**src/vector_move_defines.svh**
```systemverilog
// constants for the vector move pipeline
`ifndef VECTOR_MOVE_DEFINES_SVH
`define VECTOR_MOVE_DEFINES_SVH

`define VM_BUF_DEPTH 32
`define VM_MAX_COUNT 64
`define VM_JOINT_MAX 7'h20
`define VM_WORD_W 36
`define VM_ELEM_W 72
`define VM_CTRL_OFF 8'h00
`define VM_STATUS_OFF 8'h04
`define VM_WCOUNT_OFF 8'h08
`define VM_CTRL_ENABLE 0
`define VM_CTRL_POLARITY 1
`define VM_CTRL_RESET 2'h3
`define VM_RESP_OKAY 2'h0
`define VM_RESP_SLVERR 2'h2

`endif

```
**src/vector_move_pkg.sv**
```systemverilog
// types shared by the vector move pipeline
`default_nettype none
package vector_move_pkg;
    typedef enum logic [3:0] {
        move_vector_op = 4'h0,
        double_move_vector_op = 4'h1,
        move_negated_op = 4'h2,
        double_move_negated_op = 4'h3,
        compress_op = 4'h4,
        double_compress_op = 4'h5,
        distribute_op = 4'h6,
        double_distribute_op = 4'h7,
        index_generate_op = 4'h8,
        population_parity_op = 4'h9,
        single_to_double_convert_op = 4'ha,
        double_to_single_convert_op = 4'hb,
        sign_count_op = 4'hc
    } op_t;
    typedef enum logic [1:0] {
        ST_IDLE = 2'b00,
        ST_ACK = 2'b01,
        ST_RUN = 2'b10,
        ST_DRAIN = 2'b11
    } state_t;
endpackage
`default_nettype wire

```
**src/vector_move_pipeline.sv**
```systemverilog
// vector move pipeline: sequencer, element datapath and register slave
//
// Local design decisions: register access over AXI4-Lite and the register offsets.
`timescale 1ns/10ps
`default_nettype none
`include "vector_move_defines.svh"
module vector_move_pipeline (
    input wire logic clk,
    input wire logic reset,
    input wire logic [7:0] awaddr,
    input wire logic awvalid,
    output logic awready,
    input wire logic [31:0] wdata,
    input wire logic [3:0] wstrb,
    input wire logic wvalid,
    output logic wready,
    output logic [1:0] bresp,
    output logic bvalid,
    input wire logic bready,
    input wire logic [7:0] araddr,
    input wire logic arvalid,
    output logic arready,
    output logic [31:0] rdata,
    output logic [1:0] rresp,
    output logic rvalid,
    input wire logic rready,
    input wire logic reqValid,
    input wire vector_move_pkg::op_t reqOp,
    input wire logic [6:0] reqCount,
    input wire logic reqMasked,
    input wire logic reqBroadcast,
    input wire logic reqStrideOne,
    input wire logic [`VM_WORD_W-1:0] thirdRegData,
    input wire logic [63:0] maskBits,
    input wire logic suspend,
    input wire logic [`VM_ELEM_W-1:0] srcData,
    input wire logic [`VM_ELEM_W-1:0] shadowData,
    output logic reqAck,
    output logic busy,
    output logic done,
    output logic [5:0] srcRdIdx,
    output logic dstWe,
    output logic [5:0] dstIdx,
    output logic [`VM_ELEM_W-1:0] dstData,
    output logic addValid,
    output logic [`VM_ELEM_W-1:0] addData
);
    import vector_move_pkg::*;

    state_t state_q, state_d;
    op_t op_q, op_d;
    logic [6:0] cnt_q, cnt_d, elem_q, elem_d, out_q, out_d, wcnt_q, wcnt_d;
    logic masked_q, masked_d, bcast_q, bcast_d;
    logic [`VM_WORD_W-1:0] gen_q, gen_d, stride_q, stride_d;
    logic pend_q, pend_d, ack_q, ack_d, done_q, done_d, busy_q, busy_d;
    logic [5:0] pendIdx_q, pendIdx_d, dstIdx_q, dstIdx_d;
    logic [4:0] pendSlot_q, pendSlot_d;
    logic dstWe_q, dstWe_d, addValid_q, addValid_d;
    logic [`VM_ELEM_W-1:0] dstData_q, dstData_d, addData_q, addData_d;
    logic [1:0] ctrl_q, ctrl_d;
    logic issue, sel, maskBit, lastElem, isCompress, isDist, isDouble, bufWe;
    logic [`VM_ELEM_W-1:0] src, item, bufRd;
    logic [6:0] cntEff;

    ////////////////////////////////////////////////////////////////////////
    // element datapath

    assign maskBit = maskBits[elem_q[5:0]];
    assign isCompress = op_q == compress_op || op_q == double_compress_op;
    assign isDist = op_q == distribute_op || op_q == double_distribute_op;
    assign isDouble = !op_q[3] && op_q[0];
    // suspension only stalls issue; the element counter holds its place
    assign issue = state_q == ST_RUN && !suspend;
    assign lastElem = elem_q == cnt_q - 7'h1;

    // select, source and item for the element at elem_q
    always_comb begin
        src = bcast_q ? {thirdRegData, thirdRegData} : srcData;
        if (isCompress) begin
            sel = maskBit == ctrl_q[`VM_CTRL_POLARITY];
        end else if (isDist || masked_q) begin
            sel = maskBit;
        end else begin
            sel = 1'b1;
        end
        case (op_q)
            move_negated_op: item = {36'h0, ~src[35:0]};
            double_move_negated_op: item = ~src;
            index_generate_op: item = {36'h0, gen_q};
            population_parity_op: item = {71'h0, ^src[35:0]};
            single_to_double_convert_op: item = shadowData;
            double_to_single_convert_op: item = {36'h0, shadowData[35:0]};
            sign_count_op: item = shadowData;
            default: item = isDouble ? src : {36'h0, src[35:0]};
        endcase
    end

    assign bufWe = issue && sel;

    // every selected element lands in the move buffer before the destination file
    move_buffer move_buffer_inst (
        .clk(clk),
        .reset(reset),
        .wrEn(bufWe),
        .wrSlot(elem_q[4:0]),
        .wrData(item),
        .rdSlot(pendSlot_q),
        .rdData(bufRd)
    );

    ////////////////////////////////////////////////////////////////////////
    // sequencer

    // joint ops move at most half a file of doubles (32 elements)
    assign cntEff = (reqOp >= single_to_double_convert_op && reqCount > `VM_JOINT_MAX)
        ? `VM_JOINT_MAX : reqCount;

    // next state of sequencer, counters and destination stage
    always_comb begin
        state_d = state_q;
        op_d = op_q;
        cnt_d = cnt_q;
        elem_d = elem_q;
        out_d = out_q;
        wcnt_d = wcnt_q;
        masked_d = masked_q;
        bcast_d = bcast_q;
        gen_d = gen_q;
        stride_d = stride_q;
        ack_d = 1'b0;
        done_d = 1'b0;
        pend_d = 1'b0;
        pendIdx_d = pendIdx_q;
        pendSlot_d = pendSlot_q;
        addValid_d = 1'b0;
        addData_d = addData_q;
        dstWe_d = pend_q;
        dstIdx_d = pend_q ? pendIdx_q : dstIdx_q;
        dstData_d = pend_q ? bufRd : dstData_q;
        case (state_q)
            ST_IDLE: begin
                if (reqValid && ctrl_q[`VM_CTRL_ENABLE]) begin
                    state_d = ST_ACK;
                    ack_d = 1'b1;
                    op_d = reqOp;
                    cnt_d = cntEff;
                    masked_d = reqMasked;
                    bcast_d = reqBroadcast;
                    gen_d = thirdRegData;
                    stride_d = reqStrideOne ? 36'h1 : {18'h0, thirdRegData[17:0]};
                    elem_d = 7'h0;
                    out_d = 7'h0;
                    wcnt_d = 7'h0;
                end
            end
            ST_ACK: state_d = ST_RUN;
            ST_RUN: begin
                if (issue) begin
                    elem_d = elem_q + 7'h1;
                    gen_d = gen_q + stride_q;
                    if (op_q == sign_count_op) begin
                        addValid_d = 1'b1;
                        addData_d = srcData;
                    end
                    if (sel) begin
                        pend_d = 1'b1;
                        pendSlot_d = elem_q[4:0];
                        pendIdx_d = isCompress ? out_q[5:0] : elem_q[5:0];
                        out_d = out_q + 7'h1;
                        wcnt_d = wcnt_q + 7'h1;
                    end
                    if (lastElem) begin
                        state_d = ST_DRAIN;
                    end
                end
            end
            ST_DRAIN: begin
                state_d = ST_IDLE;
                done_d = 1'b1;
            end
            default: state_d = ST_IDLE;
        endcase
        busy_d = state_d != ST_IDLE;
    end

    // sequencer registers
    always_ff @(posedge clk) begin
        if (reset) begin
            state_q <= ST_IDLE;
            op_q <= move_vector_op;
            cnt_q <= 7'h0;
            elem_q <= 7'h0;
            out_q <= 7'h0;
            wcnt_q <= 7'h0;
            masked_q <= 1'b0;
            bcast_q <= 1'b0;
            gen_q <= 36'h0;
            stride_q <= 36'h0;
            ack_q <= 1'b0;
            done_q <= 1'b0;
            busy_q <= 1'b0;
            pend_q <= 1'b0;
            pendIdx_q <= 6'h0;
            pendSlot_q <= 5'h0;
            addValid_q <= 1'b0;
            addData_q <= 72'h0;
            dstWe_q <= 1'b0;
            dstIdx_q <= 6'h0;
            dstData_q <= 72'h0;
        end else begin
            state_q <= state_d;
            op_q <= op_d;
            cnt_q <= cnt_d;
            elem_q <= elem_d;
            out_q <= out_d;
            wcnt_q <= wcnt_d;
            masked_q <= masked_d;
            bcast_q <= bcast_d;
            gen_q <= gen_d;
            stride_q <= stride_d;
            ack_q <= ack_d;
            done_q <= done_d;
            busy_q <= busy_d;
            pend_q <= pend_d;
            pendIdx_q <= pendIdx_d;
            pendSlot_q <= pendSlot_d;
            addValid_q <= addValid_d;
            addData_q <= addData_d;
            dstWe_q <= dstWe_d;
            dstIdx_q <= dstIdx_d;
            dstData_q <= dstData_d;
        end
    end

    assign reqAck = ack_q;
    assign done = done_q;
    assign busy = busy_q;
    assign srcRdIdx = elem_q[5:0];
    assign dstWe = dstWe_q;
    assign dstIdx = dstIdx_q;
    assign dstData = dstData_q;
    assign addValid = addValid_q;
    assign addData = addData_q;

    ////////////////////////////////////////////////////////////////////////
    // register slave; address and data are taken together

    logic awready_q, awready_d, arready_q, arready_d;
    logic bvalid_q, bvalid_d, rvalid_q, rvalid_d;
    logic [1:0] bresp_q, bresp_d, rresp_q, rresp_d;
    logic [31:0] rdata_q, rdata_d;

    always_comb begin
        awready_d = awvalid && wvalid && !awready_q && !bvalid_q;
        bvalid_d = bvalid_q && !bready;
        bresp_d = bresp_q;
        ctrl_d = ctrl_q;
        if (awready_q) begin
            bvalid_d = 1'b1;
            bresp_d = `VM_RESP_SLVERR;
            if (awaddr == `VM_CTRL_OFF) begin
                bresp_d = `VM_RESP_OKAY;
                if (wstrb[0]) begin
                    ctrl_d = wdata[1:0];
                end
            end
        end
        arready_d = arvalid && !arready_q && !rvalid_q;
        rvalid_d = rvalid_q && !rready;
        rresp_d = rresp_q;
        rdata_d = rdata_q;
        if (arready_q) begin
            rvalid_d = 1'b1;
            rresp_d = `VM_RESP_OKAY;
            case (araddr)
                `VM_CTRL_OFF: rdata_d = {30'h0, ctrl_q};
                `VM_STATUS_OFF: rdata_d = {17'h0, elem_q, 5'h0, state_q, busy_q};
                `VM_WCOUNT_OFF: rdata_d = {25'h0, wcnt_q};
                default: begin
                    rdata_d = 32'h0;
                    rresp_d = `VM_RESP_SLVERR;
                end
            endcase
        end
    end

    // register slave flops
    always_ff @(posedge clk) begin
        if (reset) begin
            awready_q <= 1'b0;
            bvalid_q <= 1'b0;
            bresp_q <= `VM_RESP_OKAY;
            ctrl_q <= `VM_CTRL_RESET;
            arready_q <= 1'b0;
            rvalid_q <= 1'b0;
            rresp_q <= `VM_RESP_OKAY;
            rdata_q <= 32'h0;
        end else begin
            awready_q <= awready_d;
            bvalid_q <= bvalid_d;
            bresp_q <= bresp_d;
            ctrl_q <= ctrl_d;
            arready_q <= arready_d;
            rvalid_q <= rvalid_d;
            rresp_q <= rresp_d;
            rdata_q <= rdata_d;
        end
    end

    assign awready = awready_q;
    assign wready = awready_q;
    assign bvalid = bvalid_q;
    assign bresp = bresp_q;
    assign arready = arready_q;
    assign rvalid = rvalid_q;
    assign rresp = rresp_q;
    assign rdata = rdata_q;
endmodule // vector_move_pipeline
`default_nettype wire

```
**src/move_buffer.sv**
```systemverilog
// move buffer: flop storage, one write and one combinational read port
`timescale 1ns/10ps
`default_nettype none
`include "vector_move_defines.svh"
module move_buffer (
    input wire logic clk,
    input wire logic reset,
    input wire logic wrEn,
    input wire logic [4:0] wrSlot,
    input wire logic [`VM_ELEM_W-1:0] wrData,
    input wire logic [4:0] rdSlot,
    output logic [`VM_ELEM_W-1:0] rdData
);
    logic [`VM_ELEM_W-1:0] entry_q [`VM_BUF_DEPTH];
    logic [`VM_ELEM_W-1:0] entry_d [`VM_BUF_DEPTH];

    // one entry per slot, each two words wide
    for (genvar i = 0; i < `VM_BUF_DEPTH; i++) begin : g_entry
        always_comb begin
            entry_d[i] = entry_q[i];
            if (wrEn && wrSlot == 5'(i)) begin
                entry_d[i] = wrData;
            end
        end
        always_ff @(posedge clk) begin
            if (reset) begin
                entry_q[i] <= '0;
            end else begin
                entry_q[i] <= entry_d[i];
            end
        end
    end

    assign rdData = entry_q[rdSlot];
endmodule // move_buffer
`default_nettype wire

```
**config.mk**
```make
export PLATFORM = sky130hd
export DESIGN_NAME = vector_move_pipeline
export DESIGN_NICKNAME = d
export VERILOG_FILES = /design/src/vector_move_pkg.sv /design/src/vector_move_pipeline.sv /design/src/move_buffer.sv
export VERILOG_INCLUDE_DIRS = /design/src
export SDC_FILE = /design/constraint.sdc
export NUM_CORES = 2
export LEC_CHECK = 0
export BUFFER_PORTS_ARGS = -buffer_cell sky130_fd_sc_hd__buf_2
export CORE_MARGIN = 2
export CORE_UTILIZATION = 45
export DETAILED_ROUTE_END_ITERATION = 8
export PLACE_DENSITY = 0.72
export SYNTH_ARGS = -nofsm -noshare
export SYNTH_HDL_FRONTEND = slang
export SYNTH_HIERARCHICAL = 1
export SYNTH_SLANG_ARGS = --single-unit
```
**constraint.sdc**
```tcl
create_clock -name clk -period 6.2 [get_ports clk]
set_input_delay 0 -clock clk [delete_from_list [all_inputs] [get_ports clk]]
set_output_delay 0 -clock clk [all_outputs]
set_load 0.03 [all_outputs]
```
## Yosys cells after proc, flatten, opt, wreduce, memory -nomap -nowiden

Memories as Yosys holds them, arrays and structs flattened. A register that Yosys moved wholly into a read port is not among the register bits.
Index checks and enable logic that the tools add are counted.

- Add/subtract/negate cells: 5
- $lt $le $gt $ge: 3
- Equal/unequal tests: 84
- Multiplexer cells: 102
- Bitwise logic cells: 37
- Reductions and logical operators: 104

Operator list:

| cell | count |
|---|---|
| $mux W72 | 66 |
| $pmux W72 S6 | 1 |
| $eq A5 B5 Y1 const B | 16 |
| $mux W36 | 2 |
| $not A72 Y72 | 1 |
| $pmux W36 S2 | 1 |
| $reduce_and A2 Y1 | 33 |
| $mux W7 | 7 |
| $pmux W15 S3 | 1 |
| $logic_and A1 B1 Y1 | 44 |
| $pmux W7 S2 | 3 |
| $eq A5 B4 Y1 const B | 8 |
| $add A36 B36 Y36 | 1 |
| $not A36 Y36 | 1 |
| $reduce_xor A36 Y1 | 1 |
| $ne A1 B1 Y1 const B | 32 |
| $or A1 B1 Y1 | 32 |
| $add A7 B1 Y7 const B | 3 |
| $eq A4 B4 Y1 const B | 5 |
| $eq A5 B3 Y1 const B | 4 |
| $mux W18 | 1 |
| $eq A4 B3 Y1 const B | 4 |
| $logic_not A8 Y1 | 2 |
| $mux W1 | 12 |
| other kinds (28) | 54 |

- Flip-flop bits (word level): 245
- Bits in writable memories: 2304
- Input bits: 319
- Output and inout bits: 202
- Word-level logic and storage cells: 364
- Memories: 1

Memories:

| memory | words | width | rd ports | clocked after Yosys merged registers in | wr ports | line | text |
|---|---|---|---|---|---|---|---|
| move_buffer_inst.entry_q | 32 | 72 | 1 | 1 | 32 | move_buffer.sv:14 | `` logic [`VM_ELEM_W-1:0] entry_q [`VM_BUF_DEPTH]; `` |

## Longest topological paths before layout

- Depth after elaboration: 10
- Mapped depth: 18
- Depth with buffers taken out: 11

## Modules after synthesis

Netlist, hierarchy kept.

Modules (own cells, without submodules):

| module | instances | cells each | area each (µm²) | sequential area each (µm²) |
|---|---|---|---|---|
| move_buffer | 1 | 6438 | 103623.1 | 69186.4 |
| vector_move_pipeline | 1 | 1744 | 15128.3 | 5565.3 |

## Worst setup path after synthesis

Ideal clock, no wire load.

- Path type: flip-flop to flip-flop
- Start point: register elem_q[1]
- End point: memory move_buffer_inst/entry_q[3][0] (netlist bit) (enable)
- Library setup time: 0.517 ns
- Data arrival time: 6.360 ns
- Data required time: 5.683 ns
- Path slack: -0.677 ns
- Cell stages (with the launch flop): 15
- Path buffers: 5
- Period minus slack after synthesis: 6.877 ns
- Cell sequence: dfxtp_1 > buf_2 > buf_6 > mux4_2 > mux2i_1 > nor3_1 > o31a_1 > o21ai_0 > o31ai_2 > nor2_1 > buf_2 > nand2b_1 > buf_2 > clkbuf_1 > o21bai_1

RTL lines:

| item | line | text |
|---|---|---|
| start: declaration | vector_move_pipeline.sv:52 | `logic [6:0] cnt_q, cnt_d, elem_q, elem_d, out_q, out_d, wcnt_q, wcnt_d;` |
| start signal: assignment | vector_move_pipeline.sv:214 | `elem_q <= elem_d;` |
| end: declaration | move_buffer.sv:14 |  |

==> flow_metrics.env <==
export IMPL_fill_cells=21500
export IMPL_row_count=188
export IMPL_drive_above_1_share=0.198
export IMPL_yosysUniqueCellTypes=77
export IMPL_clk_path_buf_depth=4
export IMPL_clk_latency_ns=0.96
export IMPL_yosysMostFrequentCell="and2_1"
export IMPL_yosys_top_cells_area="edfxtp_1 (58%), and2_1 (12%), mux4_2 (10%)"
export IMPL_avgSynthCellArea_um2=14.5
export IMPL_switching_share=0.239
export IMPL_detail_route_antenna_nets=0
export IMPL_cts_htree_levels=5
export IMPL_hold_viol=0
export IMPL_r2r_start="elem_q[2]"
export IMPL_io_buffers=467
export IMPL_synth_top_area_frac=0.583
export IMPL_core_um2=263000
export IMPL_skew_ns=0.0869
export IMPL_post_route_period_util=0.925
export IMPL_root_buffer="clkbuf_16"
export IMPL_routed_via_count=76700
export IMPL_clk_pin_slew_ns=0.07
export IMPL_detail_route_wl_per_cell_um=32.9
export IMPL_crit_top_cell="buf_4"
export IMPL_vias_per_cell=6.18
export IMPL_fin_util=0.518
export IMPL_setup_violations=0
export IMPL_ys_seq_area_frac=0.629
export IMPL_relSlewSlack=-0.0220
export IMPL_r2r_slack_ns=0.47
export IMPL_crit_path_top_delay_cell="buf_4"
export IMPL_drc=0
export IMPL_firstDrtPassIters=8
export IMPL_placed_cells=11600
export IMPL_drv_slew=34
export IMPL_grt_pass1_vias=76900
export IMPL_violations="capacitance limit, slew limit"
export IMPL_cts_tree="done"
export IMPL_seqPwrFrac=0.506
export IMPL_die_y_um=518
export IMPL_drt_wl_total_mm=409
export IMPL_worst_pin_slew_ns=1.53
export IMPL_hold_start="thirdRegData[6]"
export IMPL_finish_cell_count_without_fillers=12400
export IMPL_cts_sinks=2582
export IMPL_grt_max_degree=136
export IMPL_max_freq_mhz=174
export IMPL_drt_initial_drc_count=11500
export IMPL_cts_buffers=280
export IMPL_hold_path_class="input pin to flip-flop"
export IMPL_min_path_cells=4
export IMPL_synth_main_ff_cell="edfxtp_1"
export IMPL_critPathArrivalTime_ns=6.53
export IMPL_power_internal_mw=29.9
export IMPL_power_density_nw_per_um2=289
export IMPL_dp_final_hpwl_mm=237
export IMPL_synthArstFlopShare=0
export IMPL_fin_tns_setup_ns=0
export IMPL_crit_start="elem_q[2]"
export IMPL_antenna_found_initial=58
export IMPL_ctsHoldBuffers=312
export IMPL_p_sw_mw=9.37
export IMPL_r2r_cells=14
export IMPL_syn_instance_count=8182
export IMPL_start_util=0.452
export IMPL_post_cts_setup_buffer_count=0
export IMPL_synth_edf_count=2304
export IMPL_holdPathEnd="gen_q[6]"
export IMPL_cap_viol_max_count=1
export IMPL_grt_setup_unrepaired="no"
export IMPL_fin_crit_ns=5.73
export IMPL_dieArea_um2=268000
export IMPL_crit_chain="mux4_2 > mux2i_1 > o22ai_1 > o31a_1 > o21ai_0 > o31ai_2 > nor2_1 > buf_4 > nand2b_2 > or2_2 > buf_4 > nor2_4 > buf_4 > and2_1"
export IMPL_required_ns=6.99
export IMPL_endpoint_kind="flip-flop"
export IMPL_ys_ff_latch=2582
export IMPL_start_kind="flip-flop"
export IMPL_worstPathMaxFanout=54
export IMPL_gp_congestion=1.03
export IMPL_crit_type="flip-flop to flip-flop"
export IMPL_grt_pass1_wl_mm=570
export IMPL_p_comb_frac=0.083
export IMPL_yosysWarningCount=6
export IMPL_cellLeakagePower_nw=48.3
export IMPL_p_clk_frac=0.411
export IMPL_hold_ws_ns=0.0311
export IMPL_ios=521
export IMPL_grtUsageTotal=0.299
export IMPL_area_growth_syn_to_layout_pct=14.5
export IMPL_nets=9020
export IMPL_chipWidth_um=518
export IMPL_cts_resized=0
export IMPL_grt_overflow=0
export IMPL_yosys_top_cells_count="and2_1 (2311), edfxtp_1 (2304), mux4_2 (533)"
export IMPL_r2r_end="move_buffer_inst/entry_q[15][36]"
export IMPL_status="finished, violations left"
export IMPL_ir_drop_mv=0.293
export IMPL_synth_top_cell_by_area="edfxtp_1"
export IMPL_crit_path_max_incr_delay_ns=0.94
export IMPL_synthesis_area_um2=119000
-- cell usage in the layout (no fill, tap or decap), types with 39 or more instances in the layout --
cell type and count:
and2_1 2311, edfxtp_1 2304, mux4_2 533, buf_2 466
mux2i_1 329, dlygate4sd3_1 312, clkbuf_16 292, dfxtp_1 270
o22ai_1 252, nand2_1 251, nor2_1 198, buf_4 182
a21oi_1 130, nor4_1 66, clkbuf_1 61, a22oi_1 56
nand3_1 46, a21o_1 42, xnor2_1 42, clkinv_2 42
clkinv_1 39
-- layer usage --
metal / global-route usage / vias up / part of all wire
met5: 0 / - / 0.00031
met4: 0.177 / 18 / 0.068
met1: 0.370 / 38700 / 0.34
li1: - / 31100 / -
met3: 0.0821 / 1158 / 0.13
met2: 0.472 / 5784 / 0.46
-- critical path: cells and delay by family, from the launching register on --
| family | cells | cell delay [ns] |
|---|---|---|
| AOI/OAI and AO/OA | 4 | 0.83 |
| buffers and inverters | 3 | 1.52 |
| DFF | 1 | 0.82 |
| muxes | 2 | 0.65 |
| and+or+nand+nor | 5 | 1.65 |
-- flip-flops by register name (all words and copies together), names as in the netlist, 2 cells and up --
signal and flops:
addData 72, out_q 6, cnt_q 7, dstIdx 6, op_q 4, ctrl_q 2
dstData 72, pendSlot_q 5, elem_q 7, pendIdx_q 6, move_buffer_inst/entry_q 2304, stride_q 18
rdata 14, state_q 2, wcnt_q 7, gen_q 36
-- power by group through the flow --
stage                     clock, mW  sequential (mW)  combinational [mW]
after floorplan                   0             20.2                1.65
after global placement            0             20.2                2.95
after detailed placement          0             20.2                3.00
after CTS                      16.2             19.9                3.18
after global routing           16.9             19.9                3.35
final                          16.1             19.9                3.26
-- per-stage QoR --
stage                     cell area [um^2]  power, mW  setup slack [ns]
after global routing                136000       40.2             0.339
after CTS                           136000       39.3             0.642
after floorplan                     119000       21.9            -0.677
after global placement              124000       23.1             0.662
after detailed placement            124000       23.2             0.622
final                               136000       39.3             0.468
-- worst max path at each step --
stage          depth (start not counted)                                to  slack (ns)
3_3_place_gp                          14  move_buffer_inst/entry_q[16][33]        0.66
6_report                              14  move_buffer_inst/entry_q[15][36]        0.47
2_1_floorplan                         14    move_buffer_inst/entry_q[3][0]       -0.68
3_5_place_dp                          14  move_buffer_inst/entry_q[14][45]        0.62
4_1_cts                               15  move_buffer_inst/entry_q[14][45]        0.64
5_1_grt                               15  move_buffer_inst/entry_q[15][33]        0.34
-- cell families (layout without fill, tap and decap cells) --
| kind of cell | count (synthesis) | after routing | synth area share |
|---|---|---|---|
| compound gates | 718 | 718 | 0.0406 |
| xor+xnor | 56 | 56 | 0.00413 |
| fa+ha+maj | 27 | 27 | 0.00291 |
| buf+inv | 826 | 1503 | 0.0362 |
| flops | 2582 | 2582 | 0.629 |
| mux | 910 | 910 | 0.134 |
| other cells | 1 | 46 | 0.0000316 |
| simple gates | 3062 | 3062 | 0.153 |
-- final cells by class --
type                    count  area (um^2)  area share
flip-flops and latches   2582        74800       0.550
multi-input cells        4793        40500       0.298
clock buffers             369         7740      0.0569
repair buffers            990         7420      0.0546
well taps                3515         4400      0.0323
clock inverters           117          943     0.00694
inverters                  27          101    0.000745
diodes                     26         65.1    0.000479
Note: power is estimated with default switching activity, not from simulation.
